$ cat src/pkg/vid_seq_pkg.sv
// shared constants, types and decode functions of the reference sequencer
// assumes one 200 MHz clock; timing counts mclk clocks, or sample ticks and switching cycles built from it
package vid_seq_pkg;

  // ----------------------------------------------------------------
  // code and level
  // ----------------------------------------------------------------
  localparam int          CODE_W          = 6;
  localparam int          LVL_W           = 8;
  localparam logic [5:0]  CODE_OFF_A      = 6'h3F;
  localparam logic [5:0]  CODE_OFF_B      = 6'h3E;
  localparam logic [5:0]  CODE_SPLIT      = 6'h15;
  localparam logic [7:0]  LVL_BASE_LO     = 8'h57;
  localparam logic [7:0]  LVL_BASE_HI     = 8'h95;

  // ----------------------------------------------------------------
  // timing, in mclk clocks, sample ticks and switching cycles
  // ----------------------------------------------------------------
  localparam logic [7:0]  SIXTH_LEN_RST   = 8'h43;
  localparam logic [2:0]  LAST_SAMPLE     = 3'h5;
  localparam logic [1:0]  HALF_WAIT_LAST  = 2'h2;
  localparam logic [15:0] SS_DELAY_LAST   = 16'h003F;
  localparam logic [15:0] FAST_CYC        = 16'h0280;
  localparam logic [4:0]  FAST_STEP_LAST  = 5'h1F;
  localparam logic [3:0]  SLOW_STEP_LAST  = 4'hF;
  localparam logic [6:0]  OFS_STEP_LAST   = 7'h4F;
  localparam logic [3:0]  OFS_START       = 4'h8;
  localparam logic [7:0]  FAST_STEP       = 8'h02;
  localparam logic [7:0]  SLOW_STEP       = 8'h01;
  localparam logic [1:0]  NOLOAD_CYC      = 2'h2;

  // ----------------------------------------------------------------
  // register map
  // ----------------------------------------------------------------
  localparam int          ADDR_W          = 4;
  localparam logic [3:0]  ADDR_CTRL       = 4'h0;
  localparam logic [3:0]  ADDR_STATUS     = 4'h4;
  localparam logic [3:0]  ADDR_LEVEL      = 4'h8;

  // ----------------------------------------------------------------
  // types
  // ----------------------------------------------------------------
  typedef enum logic [2:0] {ST_SHUT, ST_NOLOAD, ST_DELAY, ST_RAMP, ST_RUN} state_e;

  typedef struct packed {
    logic       porValid;
    logic       enThreshold;
    logic       logicLevelEnableInput;
    logic       refReachedOutput;
    logic       outputInWindow;
    logic       ovTrip;
    logic [5:0] voltageCodeInput;
  } pins_s;

  typedef struct packed {
    logic [3:0]  addr;
    logic [31:0] wrData;
    logic        wrStrobe;
    logic        rdStrobe;
  } bus_req_s;

  // ----------------------------------------------------------------
  // decode helpers
  // ----------------------------------------------------------------
  function automatic logic isNoLoad(input logic [5:0] code);
    return (code == CODE_OFF_A) || (code == CODE_OFF_B);
  endfunction

  function automatic logic [7:0] codeLevel(input logic [5:0] code);
    if (isNoLoad(code))
      return 8'h00;
    else if (code < CODE_SPLIT)
      return LVL_BASE_LO - {2'b00, code};
    else
      return LVL_BASE_HI - {2'b00, code};
  endfunction

endpackage

$ cat src/rtl/pin_sync.sv
// three-stage synchroniser for pin inputs
// assumes inputs asynchronous to mclk; output moves when stages two and three agree
`timescale 1ns/10ps
module pin_sync
#(
  parameter int W = 12
)
(
  // clock and reset
  input  wire logic         mclk,
  input  wire logic         rst,
  // pins in, filtered value out
  input  wire logic [W-1:0] pinIn,
  output logic      [W-1:0] pinOut
);

  logic [W-1:0] stage1;
  logic [W-1:0] stage2;
  logic [W-1:0] stage3;

  // ----------------------------------------------------------------
  // three flops, change taken when two and three agree
  // ----------------------------------------------------------------
  always_ff @(posedge mclk)
  begin
    if (rst)
    begin
      stage1 <= '0;
      stage2 <= '0;
      stage3 <= '0;
      pinOut <= '0;
    end
    else
    begin
      stage1 <= pinIn;
      stage2 <= stage1;
      stage3 <= stage2;
      for (int i = 0; i < W; i++)
      begin
        if (stage2[i] == stage3[i])
          pinOut[i] <= stage3[i];
      end
    end
  end

endmodule

$ cat src/rtl/vid_softstart_sequencer.sv
// soft-start and code-tracking sequencer of a multi-phase buck controller
// assumes comparator and code pins arrive asynchronously; power-on reset drives rst
//
// Notes on behaviour
// - the 6-bit code decodes to a level in 12.5mV units; two codes mean no load.
// - the code is sampled six times in each switching cycle.
// - a changed code waits half a cycle, then the reference moves one step.
// - if the difference changes during that wait, no step is made.
// - more than one step apart, the reference steps six times per cycle until one step apart; the last step waits half a cycle.
// - in shutdown every PWM output stays high impedance.
// - leave shutdown only with reset valid, both enables high and a load code.
// - soft start begins at once when all enable conditions hold.
// - a no-load code shuts down; any other code then reruns soft start.
// - after a no-load code wait two cycles, then raise trip level and stop PWM.
// - a latched overvoltage shutdown is never cleared by a code change.
// - soft start ramps the reference from zero to the requested level.
// - PWM stays high impedance until the ramp reaches the output voltage.
// - soft start opens with 64 cycles delay, then 1280 cycles per volt.
// - a 100mV sense offset falls to zero over the first 640 ramp cycles.
// - the first 640 ramp cycles step 25mV, the rest 12.5mV.
// - power good rises after soft start while the output is in window.
// - power good is low in shutdown and on any disable.
//
// Our own choices: the register addresses and the plain strobed port.
`timescale 1ns/10ps
module vid_softstart_sequencer
  import vid_seq_pkg::*;
(
  // clock and reset
  input  wire logic                 mclk,
  input  wire logic                 rst,
  // pins and comparators
  input  wire vid_seq_pkg::pins_s   pins,
  // register port
  input  wire vid_seq_pkg::bus_req_s busReq,
  output logic [31:0]               rdData,
  // converter outputs
  output logic                      pwmOe_n,
  output logic                      powerGoodOutput,
  output logic                      ovLevelShutdown,
  output logic [3:0]                rsOffset,
  output logic [7:0]                refLevel
);

  import vid_seq_pkg::*;

  pins_s       syncPins;
  state_e      state;
  logic [7:0]  sixthLen;
  logic [7:0]  sixthCnt;
  logic [2:0]  sampleIdx;
  logic        sampleTick;
  logic        cycleTick;
  logic [5:0]  sampCode;
  logic [7:0]  targetLvl;
  logic        noLoad;
  logic        enableOk;
  logic        ovLatched;
  logic [15:0] ssCnt;
  logic [6:0]  ofsCnt;
  logic [1:0]  nlCnt;
  logic        waiting;
  logic [1:0]  waitCnt;
  logic [8:0]  savedDiff;
  logic [8:0]  diff;
  logic        trackUp;
  logic        trackDn;
  logic        startOk;

  // ----------------------------------------------------------------
  // pin synchronisers
  // ----------------------------------------------------------------
  pin_sync #(.W($bits(pins_s))) u_sync
  (
    .mclk   (mclk),
    .rst    (rst),
    .pinIn  (pins),
    .pinOut (syncPins)
  );

  // ----------------------------------------------------------------
  // switching-cycle timebase, six sample ticks per cycle
  // ----------------------------------------------------------------
  always_ff @(posedge mclk)
  begin
    if (rst)
    begin
      sixthCnt   <= 8'h00;
      sampleIdx  <= 3'h0;
      sampleTick <= 1'b0;
      cycleTick  <= 1'b0;
    end
    else
    begin
      sampleTick <= 1'b0;
      cycleTick  <= 1'b0;
      if (sixthCnt + 8'h01 >= sixthLen)
      begin
        sixthCnt   <= 8'h00;
        sampleTick <= 1'b1;
        if (sampleIdx == LAST_SAMPLE)
        begin
          sampleIdx <= 3'h0;
          cycleTick <= 1'b1;
        end
        else
          sampleIdx <= sampleIdx + 3'h1;
      end
      else
        sixthCnt <= sixthCnt + 8'h01;
    end
  end

  always_ff @(posedge mclk)
  begin
    if (rst)
      sampCode <= CODE_OFF_A;
    else if (sampleTick)
      sampCode <= syncPins.voltageCodeInput;
  end

  always_comb
  begin
    targetLvl = codeLevel(sampCode);
    noLoad    = isNoLoad(sampCode);
    enableOk  = syncPins.porValid && syncPins.enThreshold && syncPins.logicLevelEnableInput;
    startOk   = enableOk && !noLoad && !ovLatched;
    diff      = {1'b0, targetLvl} - {1'b0, refLevel};
  end

  // ----------------------------------------------------------------
  // overvoltage latch
  // ----------------------------------------------------------------
  // cleared only by an enable drop
  always_ff @(posedge mclk)
  begin
    if (rst)
      ovLatched <= 1'b0;
    else if (syncPins.ovTrip && syncPins.porValid)
      ovLatched <= 1'b1;
    else if (!enableOk)
      ovLatched <= 1'b0;
  end

  // ----------------------------------------------------------------
  // sequencing state and counters
  // ----------------------------------------------------------------
  always_ff @(posedge mclk)
  begin
    if (rst)
    begin
      state <= ST_SHUT;
      ssCnt <= 16'h0000;
      nlCnt <= 2'h0;
    end
    else if (state != ST_SHUT && (!enableOk || ovLatched))
      state <= ST_SHUT;
    else
    begin
      unique case (state)
        ST_SHUT:
          if (startOk)
          begin
            state <= ST_DELAY;
            ssCnt <= 16'h0000;
          end
        ST_NOLOAD:
          if (cycleTick)
          begin
            if (nlCnt == NOLOAD_CYC)
              state <= ST_SHUT;
            else
              nlCnt <= nlCnt + 2'h1;
          end
        ST_DELAY, ST_RAMP, ST_RUN:
          if (noLoad)
          begin
            state <= ST_NOLOAD;
            nlCnt <= 2'h0;
          end
          else if (state == ST_DELAY && cycleTick)
          begin
            if (ssCnt == SS_DELAY_LAST)
            begin
              state <= ST_RAMP;
              ssCnt <= 16'h0000;
            end
            else
              ssCnt <= ssCnt + 16'h0001;
          end
          else if (state == ST_RAMP)
          begin
            if (refLevel >= targetLvl)
              state <= ST_RUN;
            else if (cycleTick && ssCnt != 16'hFFFF)
              ssCnt <= ssCnt + 16'h0001;
          end
      endcase
    end
  end

  // ----------------------------------------------------------------
  // sense-amplifier offset
  // ----------------------------------------------------------------
  // 100mV offset falls over 640 cycles
  always_ff @(posedge mclk)
  begin
    if (rst)
    begin
      rsOffset <= 4'h0;
      ofsCnt   <= 7'h00;
    end
    else if (state == ST_SHUT)
    begin
      rsOffset <= startOk ? OFS_START : 4'h0;
      ofsCnt   <= 7'h00;
    end
    else if (state == ST_RAMP && cycleTick && rsOffset != 4'h0)
    begin
      if (ofsCnt == OFS_STEP_LAST)
      begin
        ofsCnt   <= 7'h00;
        rsOffset <= rsOffset - 4'h1;
      end
      else
        ofsCnt <= ofsCnt + 7'h01;
    end
  end

  // ----------------------------------------------------------------
  // dynamic code tracker
  // ----------------------------------------------------------------
  // tracking only in run
  always_ff @(posedge mclk)
  begin
    if (rst)
    begin
      waiting   <= 1'b0;
      waitCnt   <= 2'h0;
      savedDiff <= 9'h000;
    end
    else if (state != ST_RUN || !sampleTick || diff == 9'h000)
    begin
      if (state != ST_RUN || diff == 9'h000)
        waiting <= 1'b0;
    end
    else if (diff != 9'h001 && diff != 9'h1FF)
      waiting <= 1'b0;
    else if (!waiting)
    begin
      waiting   <= 1'b1;
      waitCnt   <= 2'h0;
      savedDiff <= diff;
    end
    else if (diff != savedDiff || waitCnt == HALF_WAIT_LAST)
      waiting <= 1'b0;
    else
      waitCnt <= waitCnt + 2'h1;
  end

  always_comb
  begin
    trackUp = 1'b0;
    trackDn = 1'b0;
    if (state == ST_RUN && sampleTick && diff != 9'h000)
    begin
      // wide jumps slew six steps per cycle
      if (diff != 9'h001 && diff != 9'h1FF)
      begin
        trackUp = !diff[8];
        trackDn = diff[8];
      end
      else if (waiting && waitCnt == HALF_WAIT_LAST && diff == savedDiff)
      begin
        trackUp = !diff[8];
        trackDn = diff[8];
      end
    end
  end

  // ----------------------------------------------------------------
  // reference level
  // ----------------------------------------------------------------
  always_ff @(posedge mclk)
  begin
    if (rst)
      refLevel <= 8'h00;
    else if (state == ST_SHUT)
      refLevel <= 8'h00;
    else if (state == ST_RAMP && cycleTick && refLevel < targetLvl)
    begin
      if (ssCnt < FAST_CYC && ssCnt[4:0] == FAST_STEP_LAST)
        refLevel <= (targetLvl - refLevel <= FAST_STEP) ? targetLvl : refLevel + FAST_STEP;
      else if (ssCnt >= FAST_CYC && ssCnt[3:0] == SLOW_STEP_LAST)
        refLevel <= refLevel + SLOW_STEP;
    end
    else if (trackUp)
      refLevel <= refLevel + SLOW_STEP;
    else if (trackDn)
      refLevel <= refLevel - SLOW_STEP;
  end

  // ----------------------------------------------------------------
  // pwm release, trip level and power good
  // ----------------------------------------------------------------
  always_ff @(posedge mclk)
  begin
    if (rst)
      pwmOe_n <= 1'b1;
    else if (state == ST_SHUT || state == ST_DELAY)
      pwmOe_n <= 1'b1;
    // release once the ramp meets the output
    else if (state == ST_RAMP && syncPins.refReachedOutput)
      pwmOe_n <= 1'b0;
  end

  always_ff @(posedge mclk)
  begin
    if (rst)
      ovLevelShutdown <= 1'b0;
    else if (state == ST_NOLOAD && cycleTick && nlCnt == NOLOAD_CYC)
      ovLevelShutdown <= 1'b1;
    else if (state != ST_SHUT && state != ST_NOLOAD)
      ovLevelShutdown <= 1'b0;
  end

  always_ff @(posedge mclk)
  begin
    if (rst)
      powerGoodOutput <= 1'b0;
    else
      powerGoodOutput <= (state == ST_RUN) && !noLoad && enableOk && syncPins.outputInWindow;
  end

  // ----------------------------------------------------------------
  // register port
  // ----------------------------------------------------------------
  always_ff @(posedge mclk)
  begin
    if (rst)
      sixthLen <= SIXTH_LEN_RST;
    else if (busReq.wrStrobe && busReq.addr == ADDR_CTRL)
      sixthLen <= busReq.wrData[7:0];
  end

  always_ff @(posedge mclk)
  begin
    if (rst)
      rdData <= 32'h0000_0000;
    else if (!busReq.rdStrobe)
      rdData <= 32'h0000_0000;
    else
    begin
      unique case (busReq.addr)
        ADDR_CTRL:   rdData <= {24'h000000, sixthLen};
        ADDR_STATUS: rdData <= {20'h00000, rsOffset, 1'b0, state, ovLatched, ovLevelShutdown,
                                powerGoodOutput, !pwmOe_n};
        ADDR_LEVEL:  rdData <= {10'h000, sampCode, targetLvl, refLevel};
        default:     rdData <= 32'h0000_0000;
      endcase
    end
  end

  // ----------------------------------------------------------------
  // checks
  // ----------------------------------------------------------------
  shut_hiz_a: assert property (@(posedge mclk) disable iff (rst)
    (state == ST_SHUT) |=> pwmOe_n) else $error("pwm driven in shutdown");

  enable_gate_a: assert property (@(posedge mclk) disable iff (rst)
    (state == ST_SHUT && !startOk) |=> (state == ST_SHUT)) else $error("left shutdown without enables");

  start_now_a: assert property (@(posedge mclk) disable iff (rst)
    (state == ST_SHUT && startOk) |=> (state == ST_DELAY)) else $error("soft start delayed");

  noload_hold_a: assert property (@(posedge mclk) disable iff (rst)
    (state == ST_NOLOAD && nlCnt < NOLOAD_CYC && enableOk && !ovLatched)
      |=> (state == ST_NOLOAD && !ovLevelShutdown)) else $error("no-load hold cut short");

  ov_hold_a: assert property (@(posedge mclk) disable iff (rst)
    (ovLatched && enableOk) |=> ovLatched) else $error("overvoltage latch cleared by code");

  fast_step_a: assert property (@(posedge mclk) disable iff (rst)
    (state == ST_RAMP && cycleTick && ssCnt < FAST_CYC && ssCnt[4:0] == FAST_STEP_LAST
     && refLevel + FAST_STEP <= targetLvl && enableOk && !ovLatched && !noLoad)
      |=> (refLevel == $past(refLevel) + FAST_STEP)) else $error("fast ramp step wrong");

  offset_zero_a: assert property (@(posedge mclk) disable iff (rst)
    (state == ST_RAMP && ssCnt >= FAST_CYC) |-> (rsOffset == 4'h0)) else $error("offset left after 640");

  ramp_only_a: assert property (@(posedge mclk) disable iff (rst)
    (state == ST_RAMP && !cycleTick) |=> (refLevel == $past(refLevel))) else $error("ramp moved off tick");

  track_step_a: assert property (@(posedge mclk) disable iff (rst)
    (state == ST_RUN && $past(state) == ST_RUN)
      |-> (refLevel == $past(refLevel) || refLevel == $past(refLevel) + 8'h01
           || refLevel == $past(refLevel) - 8'h01)) else $error("tracking jumped more than one step");

  power_good_output_low_a: assert property (@(posedge mclk) disable iff (rst)
    (state != ST_RUN) |=> !powerGoodOutput) else $error("power good high outside run");

  run_reached_c: cover property (@(posedge mclk) disable iff (rst)
    (state == ST_RAMP) ##1 (state == ST_RUN));
  noload_shut_c: cover property (@(posedge mclk) disable iff (rst)
    (state == ST_NOLOAD) ##1 (state == ST_SHUT && ovLevelShutdown));
  track_up_c: cover property (@(posedge mclk) disable iff (rst)
    (state == ST_RUN && trackUp));

endmodule

$ cat config.mk
export PLATFORM = sky130hd
export DESIGN_NAME = vid_softstart_sequencer
export DESIGN_NICKNAME = d
export VERILOG_FILES = /design/src/pkg/vid_seq_pkg.sv /design/src/rtl/pin_sync.sv /design/src/rtl/vid_softstart_sequencer.sv
export SDC_FILE = /design/constraint.sdc
export NUM_CORES = 1
export LEC_CHECK = 0
export ABC_CLOCK_PERIOD_IN_PS = 13400
export BUFFER_PORTS_ARGS = -buffer_cell sky130_fd_sc_hd__buf_2
export CAP_MARGIN = 5
export CELL_PAD_IN_SITES_DETAIL_PLACEMENT = 0
export CELL_PAD_IN_SITES_GLOBAL_PLACEMENT = 1
export CORE_MARGIN = 3
export CORE_UTILIZATION = 49
export CTS_BUF_LIST = sky130_fd_sc_hd__clkbuf_2 sky130_fd_sc_hd__clkbuf_4 sky130_fd_sc_hd__clkbuf_8
export DETAILED_ROUTE_END_ITERATION = 12
export PLACE_DENSITY_LB_ADDON = 0.1
export REMOVE_ABC_BUFFERS = 1
export SETUP_SLACK_MARGIN = 0.5
export SYNTH_ARGS = -nofsm -noshare
export SYNTH_HDL_FRONTEND = slang
export SYNTH_SLANG_ARGS = --single-unit
$ cat constraint.sdc
create_clock -name mclk -period 13.4 [get_ports mclk]
set_clock_uncertainty 0.1 [all_clocks]
set_input_delay 2.01 -clock mclk [delete_from_list [all_inputs] [get_ports mclk]]
set_output_delay 2.01 -clock mclk [all_outputs]
set_load 0.03 [all_outputs]
==> results of run 1 <==
==> final timing paths <==
kind                                    endpoint  slack, ps  cells after the start
worst min register to register  u_sync.stage2[4]        340                      1
worst min-delay path            u_sync.stage2[4]        340                      1
worst max-delay path                 refLevel[7]       7290                     18
worst max register to register       refLevel[7]       7290                     18
==> power breakdown <==
part | switching, mW | internal, mW
registers | 0.00371 | 0.460
logic | 0.0453 | 0.0253
clock network | 0.190 | 0.176
total | 0.239 | 0.662
==> layout make-up <==
type | count | share of cell area
flip-flops and latches | 153 | 0.350
well taps | 211 | 0.0301
inverters | 42 | 0.0180
clock buffers | 18 | 0.0276
multi-input cells | 703 | 0.512
clock inverters | 14 | 0.0207
repair buffers | 70 | 0.0417
==> state kept, by name, summed over array words and instances (netlist names), 2 cells and up <==
register,count
ssCnt,16
rsOffset,4
rdData,22
savedDiff,9
sampCode,6
sixthCnt,8
waitCnt,2
u_sync.stage1,12
sampleIdx,3
state,3
ofsCnt,7
nlCnt,2
sixthLen,8
u_sync.stage3,12
u_sync.pinOut,12
refLevel,8
u_sync.stage2,12
==> cells by family after synthesis <==
family                     share of synthesized area
other                                       0.000474
adders and majority gates                     0.0526
buffers and inverters                         0.0526
and+or+nand+nor                                0.237
DFF                                            0.387
muxes                                         0.0198
AOI/OAI and AO/OA                              0.184
xor gates and xnor gates                      0.0670
==> synth_stat cells (all sizes together) (3+ instances only) <==
master   number
dfxtp       153
nor2        102
nand2        90
a21oi        59
o21ai        46
nor2b        44
inv          42
nand3        34
clkbuf       31
xnor2        31
ha           30
and3         29
buf          22
xor2         21
nor3         20
mux2i        13
nand4        13
nor4         12
nand2b       11
a31oi         9
o31ai         8
a211oi        7
a222oi        7
or3           7
a2111oi       6
a21o          6
a22oi         5
and4          5
o2111ai       5
o22ai         5
a21boi        4
a31o          4
o211ai        4
a221oi        3
o21a          3
o221ai        3
xnor3         3
==> metal layers <==
metal	global-route usage	vias to the layer above	part of all wire
met5	0	-	0
met1	0.306	3232	0.48
li1	-	3413	-
met4	0.0646	0	0.016
met3	0.0468	22	0.053
met2	0.355	173	0.45
==> critical path, cell delays in order, from the launching register on <==
cell	delay [ps]
dfxtp_1	740
nand4_1	280
nor2_1	530
nor2_1	240
inv_1	140
ha_1	150
inv_1	60
fa_1	530
nor3_1	290
a2111oi_2	100
o31ai_4	370
o221a_1	610
xnor2_2	170
nand4_2	170
or4_4	630
a21oi_2	390
nor3_1	90
a221oi_1	270
a22o_1	180
==> impl_metrics.tcl, run 1 <==
set metrics [dict create \
    outcome "finished clean" \
    r2r_start "sampCode[4]" \
    synth_cell_types 89 \
    vias 6840 \
    hold_ws_ps 341 \
    layout_min_cycle_time_ps 6110 \
    die_h_um 133 \
    crit_start "sampCode[4]" \
    fin_crit_sh 0.456 \
    timing.final.max_slew_violations 0 \
    grtUsageTotal 0.223 \
    maxSlewHeadroom 0.191 \
    yosysTopAreaCell "dfxtp_1" \
    initial_core_util 0.511 \
    setup_tns_ps 0 \
    rsz0062_at_grt "no" \
    finalInstanceArea_um2 8760 \
    synthTopCellsByArea "dfxtp_1 (39%), nor2_1 (4.8%), ha_1 (4.7%)" \
    syn_inst 942 \
    first_pass_iters 5 \
    critPathRequiredTime_ps 13710 \
    dp_cells 1179 \
    grt_pass1_wl_um 32000 \
    yosysSeqAreaShare 0.387 \
    n_antenna_cell 0 \
    core_area_um2 15500 \
    root_buffer "clkbuf_8" \
    antenna_found_initial 0 \
    routed_wl_um 19400 \
    cp.arrival_ps 6420 \
    synth_top_area_frac 0.387 \
    regArea_um2 3060 \
    utilization 0.566 \
    post-place-ws_ps 7390 \
    power_density_nw_per_um2 103 \
    hpwl_um 14000 \
    mostFrequentLayoutCells "dfxtp_1 (153), nor2_1 (102), nand2_1 (90)" \
    ir_worst_vdd_mv 0.103 \
    multi_input_area_um2 4490 \
    h-tree-depth 4 \
    cts_resized 0 \
    wl_per_cell_um 16.0 \
    grt_max_degree 59 \
    p_leak_nw 3.54 \
    cts.path.max_buffers 2 \
    cts_buffers 17 \
    final_nets 1070 \
    grt_pass1_vias 6333 \
    synthArstFlopShare 0 \
    vias_per_cell 5.65 \
    hold_start "u_sync.stage1[4]" \
    avgSynthCellArea_um2 8.40 \
    worst_pin_slew_ps 1210 \
    startpoint_type "register" \
    antenna_left 0 \
    gp_congestion 0.863 \
    drc 0 \
    totalPowerFinal_mw 0.901 \
    setup.worst_path.end_class "register" \
    hold_viol_final 0 \
    place_area_um2 8340 \
    final_common_cell "dfxtp_1" \
    synthFlopType "dfxtp_1" \
    cap_viol_max_count 0 \
    synth_edf_count 0 \
    hold_class "register to register" \
    fillCellCount 1493 \
    cts_setup_buffers 0 \
    cts_tree "done" \
    dieArea_um2 17700 \
    drt_iter0_markers 610 \
    path_class "register to register" \
    clk_latency_ps 460 \
    hold_buffers 0 \
    layoutNonFillerInstCount 1211 \
    synth_area_um2 7920 \
    path_max_fanout 18 \
    io_pins 99 \
    grt.overflow.total 0 \
    fp-row-count 45 \
    ys_ff_latch 153 \
    timing.fmax_ghz 0.164 \
    setup_viol 0 \
    syn_to_final_growth_pct 10.7 \
    layout-drive-gt1-share 0.134 \
    cts_sinks 153 \
    portBuffers 64 \
    die_x_um 133 \
    yosys_warnings 0 \
    setup_ws_ps 7290 \
    clkTransAtPathRegs_ps 90 \
]
Power figures use the tool's default switching activity.
==> inputs of run 2 (changes only) <==
--- a/config.mk
+++ b/config.mk
@@ -5,13 +5,14 @@
 export SDC_FILE = /design/constraint.sdc
 export NUM_CORES = 1
 export LEC_CHECK = 0
-export ABC_CLOCK_PERIOD_IN_PS = 13400
+export ABC_AREA = 1
+export ABC_CLOCK_PERIOD_IN_PS = 5150
 export BUFFER_PORTS_ARGS = -buffer_cell sky130_fd_sc_hd__buf_2
 export CAP_MARGIN = 5
 export CELL_PAD_IN_SITES_DETAIL_PLACEMENT = 0
 export CELL_PAD_IN_SITES_GLOBAL_PLACEMENT = 1
 export CORE_MARGIN = 3
-export CORE_UTILIZATION = 49
+export CORE_UTILIZATION = 39
 export CTS_BUF_LIST = sky130_fd_sc_hd__clkbuf_2 sky130_fd_sc_hd__clkbuf_4 sky130_fd_sc_hd__clkbuf_8
 export DETAILED_ROUTE_END_ITERATION = 12
 export PLACE_DENSITY_LB_ADDON = 0.1
==> constraint.sdc (replaced) <==
create_clock -name mclk -period 5.15 [get_ports mclk]
set_clock_uncertainty 0.1 [all_clocks]
set_input_delay 0.7725 -clock mclk [delete_from_list [all_inputs] [get_ports mclk]]
set_output_delay 0.7725 -clock mclk [all_outputs]
set_load 0.03 [all_outputs]
==> run 2 against run 1 <==
  * Non-clock buffer count shrank 3
  * Sequential power grew to 2.6 times the previous value
  * Critical path type unchanged
  * Cell area grew 2.6%
  * Critical path depth grew 3
  * Critical endpoint is now refLevel[3]
  * Synthesized cell count grew 20%
==> impl_metrics.tcl, run 2 <==
set metrics [dict create \
    io_pins 99 \
    grt.overflow.total 0 \
    fillCellCount 2133 \
    dp_cells 1441 \
    mostFrequentLayoutCells "nand2_1 (205), inv_1 (174), nor2_1 (165)" \
    synthArstFlopShare 0 \
    cts.path.max_buffers 2 \
    avgSynthCellArea_um2 7.14 \
    reg.largest.list "rdData x22, ssCnt x16" \
    fin_crit_sh 0.811 \
    core_area_um2 19900 \
    hold_ws_ps 305 \
    cts_setup_buffers 0 \
    grtUsageTotal 0.183 \
    layoutNonFillerInstCount 1472 \
    synth_top_area_frac 0.379 \
    hold_buffers 0 \
    cp.arrival_ps 4430 \
    dieArea_um2 22500 \
    synth_common_cells "nand2_1 (205), inv_1 (174), nor2_1 (165)" \
    vias 6936 \
    hpwl_um 15000 \
    fp-row-count 51 \
    cts_resized 0 \
    ir_worst_vdd_mv 0.190 \
    syn_to_final_growth_pct 11.4 \
    vias_per_cell 4.71 \
    first_pass_iters 4 \
    yosysSeqAreaShare 0.379 \
    grt_pass1_vias 6319 \
    cts_buffers 17 \
    grt_max_degree 68 \
    routed_wl_um 20000 \
    finalInstanceArea_um2 8990 \
    grt_pass1_wl_um 32500 \
    antenna_left 0 \
    cap_viol_max_count 0 \
    hold_viol_final 0 \
    setup_viol 0 \
    cts_tree "done" \
    drt_iter0_markers 376 \
    synth_area_um2 8070 \
    top_layer "met4" \
    synthTopCellsByArea "dfxtp_1 (38%), nand2_1 (9.5%), inv_1 (8.1%)" \
    yosysTopAreaCell "dfxtp_1" \
    setup_tns_ps 0 \
    totalPowerFinal_mw 2.39 \
    n_antenna_cell 0 \
    gp_congestion 0.831 \
    wl_per_cell_um 13.6 \
    syn_inst 1130 \
    synth_cell_types 57 \
    rsz0062_at_grt "no" \
    regMostFlops "rdData" \
    timing.final.max_slew_violations 0 \
    hold_class "register to register" \
    synth_edf_count 0 \
    path_max_fanout 14 \
    path_class "register to register" \
    critPathRequiredTime_ps 5400 \
    outcome "finished clean" \
    portBuffers 64 \
    setup_ws_ps 971 \
    final_common_cell "nand2_1" \
    final_nets 1278 \
    yosysMostFrequentCell "nand2_1" \
    clk_latency_ps 450 \
    reg2regPathDepth 21 \
    yosys_warnings 0 \
    whs_path_depth 2 \
    h-tree-depth 4 \
    layout-drive-gt1-share 0.139 \
    p_leak_nw 4.19 \
    die_h_um 150 \
    root_buffer "clkbuf_8" \
    worst_pin_slew_ps 1080 \
    wl_met3_um 899 \
    startpoint_type "register" \
    wl_met1_um 10100 \
    die_x_um 150 \
    ys_ff_latch 153 \
    maxSlewHeadroom 0.270 \
    largest_reg_flops 22 \
    setup.worst_path.end_class "register" \
    multi_input_area_um2 4160 \
    utilization 0.452 \
    clkTransAtPathRegs_ps 90 \
    power_density_nw_per_um2 266 \
    cts_sinks 153 \
    regArea_um2 3060 \
    synthFlopType "dfxtp_1" \
    drc 0 \
    antenna_found_initial 0 \
    dr_wl_met2_um 8750 \
    layout_min_cycle_time_ps 4180 \
    post-place-ws_ps 1000 \
    initial_core_util 0.405 \
    timing.fmax_ghz 0.239 \
    place_area_um2 8610 \
]
==> run 2: changes by cell type after synthesis, moves of 13 or more <==
| cell | delta |
|---|---|
| inv_1 | +134 |
| nand2_1 | +115 |
| nor2_1 | +63 |
| nor2b_1 | -43 |
| and3_1 | -28 |
| nand3_1 | +28 |
| xnor2_1 | -25 |
| clkbuf_1 | -19 |
| a21oi_1 | +15 |
| nand2_2 | +14 |
| mux2i_1 | -13 |
==> run 2: critical path, cell delays in order, from the launching register on <==
cell	delay (ps)
dfxtp_1	480
inv_1	130
nor2_2	100
nand3_2	150
nand2_4	140
nor2_1	50
nor3_1	510
ha_1	370
a21o_1	190
nand2_1	100
nand2_4	100
xnor2_4	170
nor2_4	220
nand3_2	130
nor3_4	240
nand2_2	130
nand2_4	190
nand3_4	190
nand2_2	200
nand2_1	80
nand2_1	70
nor2_1	40
==> run 2: where the power goes <==
part | leakage [nW] | internal (mW) | switching [mW]
sequential | 1.24 | 1.20 | 0.00882
clock | 0.195 | 0.408 | 0.504
combinational | 2.76 | 0.0836 | 0.187
total | 4.19 | 1.69 | 0.699
==> run 2: cell type report <==
type,count,area share
clock buffers,18,0.0275
clock inverters,13,0.0146
inverters,189,0.0794
multi-input cells,767,0.463
flip-flops and latches,153,0.341
well taps,265,0.0369
repair buffers,67,0.0381
==> run 2: per-layer routing <==
layer,GRT usage,vias up
met1,0.263,3061
met4,0.0444,0
met3,0.0357,14
met5,0,-
li1,-,3724
met2,0.282,137
==> run 2: logic make-up (layout without fill, tap and decap cells) <==
kind of cell | after synthesis | after routing | synth area share
fa+ha+maj | 31 | 31 | 0.0490
xor+xnor | 32 | 32 | 0.0370
flops | 153 | 153 | 0.379
buf+inv | 219 | 287 | 0.109
simple gates | 541 | 541 | 0.318
compound gates | 153 | 153 | 0.107
other cells | 1 | 10 | 0.000465
==> run 2: path summary, 6_finish.rpt <==
check                        start  slack (ps)               end
setup reg to reg       sampCode[4]         970       refLevel[3]
hold / removal    u_sync.stage1[5]         310  u_sync.stage2[5]
hold reg to reg   u_sync.stage1[5]         310  u_sync.stage2[5]
setup / recovery       sampCode[4]         970       refLevel[3]
==> inputs of run 3 (changes only) <==
--- a/config.mk
+++ b/config.mk
@@ -6,13 +6,13 @@
 export NUM_CORES = 1
 export LEC_CHECK = 0
 export ABC_AREA = 1
-export ABC_CLOCK_PERIOD_IN_PS = 5150
+export ABC_CLOCK_PERIOD_IN_PS = 3900
 export BUFFER_PORTS_ARGS = -buffer_cell sky130_fd_sc_hd__buf_2
 export CAP_MARGIN = 5
 export CELL_PAD_IN_SITES_DETAIL_PLACEMENT = 0
 export CELL_PAD_IN_SITES_GLOBAL_PLACEMENT = 1
 export CORE_MARGIN = 3
-export CORE_UTILIZATION = 39
+export CORE_UTILIZATION = 44
 export CTS_BUF_LIST = sky130_fd_sc_hd__clkbuf_2 sky130_fd_sc_hd__clkbuf_4 sky130_fd_sc_hd__clkbuf_8
 export DETAILED_ROUTE_END_ITERATION = 12
 export PLACE_DENSITY_LB_ADDON = 0.1
==> constraint.sdc (replaced) <==
create_clock -name mclk -period 3.9 [get_ports mclk]
set_clock_uncertainty 0.1 [all_clocks]
set_input_delay 0.585 -clock mclk [delete_from_list [all_inputs] [get_ports mclk]]
set_output_delay 0.585 -clock mclk [all_outputs]
set_load 0.03 [all_outputs]
==> run 3 against run 2 <==
  * Cell area rose by 9.1%
  * First-iteration DRC count rose by 32%
  * Total power rose by 40%
  * Count of clock-buffer cells in the layout fell by 1
  * Critical path depth rose by 1
  * Die area fell by 11%
  * Via count rose by 6.5%
  * Setup slack got worse by 430 ps
==> impl_metrics.tcl, run 3 (synthesis gave the netlist of run 2 again) <==
set metrics [dict create \
    p_leak_nw 4.53 \
    hold_class "primary input to register" \
    timing.final.max_slew_violations 0 \
    crit_start "sampCode[2]" \
    mostFrequentLayoutCells "nand2_1 (192), inv_1 (164), nor2_1 (156)" \
    first_pass_iters 4 \
    grtUsageTotal 0.206 \
    timing.fmax_ghz 0.297 \
    vias_per_cell 4.96 \
    path_class "register to register" \
    hold_viol_final 0 \
    post-place-ws_ps 238 \
    portBuffers 64 \
    totalPowerFinal_mw 3.33 \
    cts_buffers 17 \
    layout_min_cycle_time_ps 3360 \
    core_area_um2 17600 \
    routed_wl_um 20700 \
    clkTransAtPathRegs_ps 100 \
    fillCellCount 1751 \
    crit_end "refLevel[3]" \
    path_max_fanout 7 \
    layout-drive-gt1-share 0.226 \
    timing.rr.end "refLevel[3]" \
    drc 0 \
    antenna_found_initial 0 \
    cts.path.max_buffers 2 \
    largest_reg_flops 22 \
    initial_core_util 0.459 \
    regMostFlops "rdData" \
    grt_max_degree 54 \
    worst_pin_slew_ps 735 \
    fin_crit_sh 0.862 \
    grt.overflow.total 0 \
    final_nets 1334 \
    reg2regPathDepth 22 \
    antenna_left 0 \
    maxSlewHeadroom 0.502 \
    final_common_cell "nand2_1" \
    setup.worst_path.end_class "register" \
    grt_pass1_vias 6749 \
    drt_iter0_markers 496 \
    io_pins 99 \
    cts_sinks 153 \
    clk_latency_ps 460 \
    setup_tns_ps 0 \
    setup_ws_ps 537 \
    critPathRequiredTime_ps 4170 \
    dieArea_um2 20000 \
    cp.arrival_ps 3630 \
    r2r_start "sampCode[2]" \
    h-tree-depth 4 \
    n_antenna_cell 0 \
    setup_viol 0 \
    hold_ws_ps 209 \
    vias 7385 \
    outcome "finished clean" \
    reg.largest.list "rdData x22, ssCnt x16" \
    syn_to_final_growth_pct 21.6 \
    gp_congestion 0.903 \
    startpoint_type "register" \
    grt_pass1_wl_um 33400 \
    hpwl_um 14900 \
    wl_per_cell_um 13.9 \
    rsz0062_at_grt "yes" \
    fp-row-count 48 \
    ir_worst_vdd_mv 0.314 \
    power_density_nw_per_um2 340 \
    cap_viol_max_count 0 \
    die_x_um 141 \
    reg2reg_slack_ps 540 \
    hold_buffers 0 \
    root_buffer "clkbuf_8" \
    cts_tree "done" \
    die_h_um 141 \
]
-- run 3: changes by cell type in the layout (fill, tap and decap cells not counted), moves of 6 or more --
cell,previous run,this run
a21oi_2,0,7
nand3_1,62,54
nand3_4,3,9
nand2_2,14,20
buf_4,3,52
inv_1,174,164
inv_2,10,18
nand2_4,8,14
nand2_1,205,192
a21oi_1,72,64
inv_6,7,1
nor2_4,2,11
nor2_1,165,156
-- run 3: through the flow --
step	util	std cells	instance area, um2
global route	0.558	1489	9810
floorplan	-	1109	7940
CTS	0.531	1468	9340
finish	0.558	1489	9810
detailed placement	0.498	1428	8770
global placement	0.498	1428	8770
-- run 3: metal layers --
layer	wire length (um)	vias to the layer above	global-route usage
li1	-	3845	-
met4	453	0	0.0652
met5	0	-	0
met3	945	29	0.0361
met1	9990	3348	0.286
met2	9330	163	0.329
-- run 3: area by class of cell --
cell class	instances	area [um2]	share of cell area
Clock buffer	17	234	0.0238
Clock inverter	15	201	0.0205
Inverter	189	723	0.0737
Multi-Input combinational cell	770	4550	0.463
Sequential cell	153	3080	0.313
Tap cell	225	282	0.0287
Timing Repair Buffer	119	744	0.0759
Timing Repair inverter	1	6.26	0.000637
-- run 3: power breakdown --
group / switching (mW) / internal [mW]
sequential: 0.0115 / 1.58
clock: 0.732 / 0.554
combinational: 0.292 / 0.163
total: 1.04 / 2.30
-- run 3: worst min path at each step --
stage                     start                to  depth (start not counted)
2_1_floorplan  u_sync.stage1[0]  u_sync.stage2[0]                          2
3_3_place_gp   u_sync.stage1[9]  u_sync.stage2[9]                          2
3_5_place_dp   u_sync.stage1[1]  u_sync.stage2[1]                          2
4_1_cts                 pins[5]  u_sync.stage1[5]                          3
5_1_grt                 pins[3]  u_sync.stage1[3]                          3
6_report                pins[5]  u_sync.stage1[5]                          3
-- run 3: worst max-delay path, stage by stage, from the launching register on --
cell        delay (ps)
dfxtp_1            320
buf_4              150
nand4_4            110
clkinvlp_4         150
nor3_2             200
buf_4              160
ha_4               200
a21o_1             160
nand2_2             80
nand2_4            100
xnor2_4            260
nand3_1            100
nor2_1             130
nand4_1            180
buf_4              190
inv_2               60
nand2_4             50
nand2_4             90
nand3_4            130
nand2_4            150
nand2_1             70
nand2_1             70
nor2_1              30
-- run 3: what timing repair did --
item                       in CTS  in global routing
setup endpoints to repair      32                 35
buffers inserted                7                 18
resized for setup              21                 78
pin swaps                       9                 37
gates cloned                    1                  3
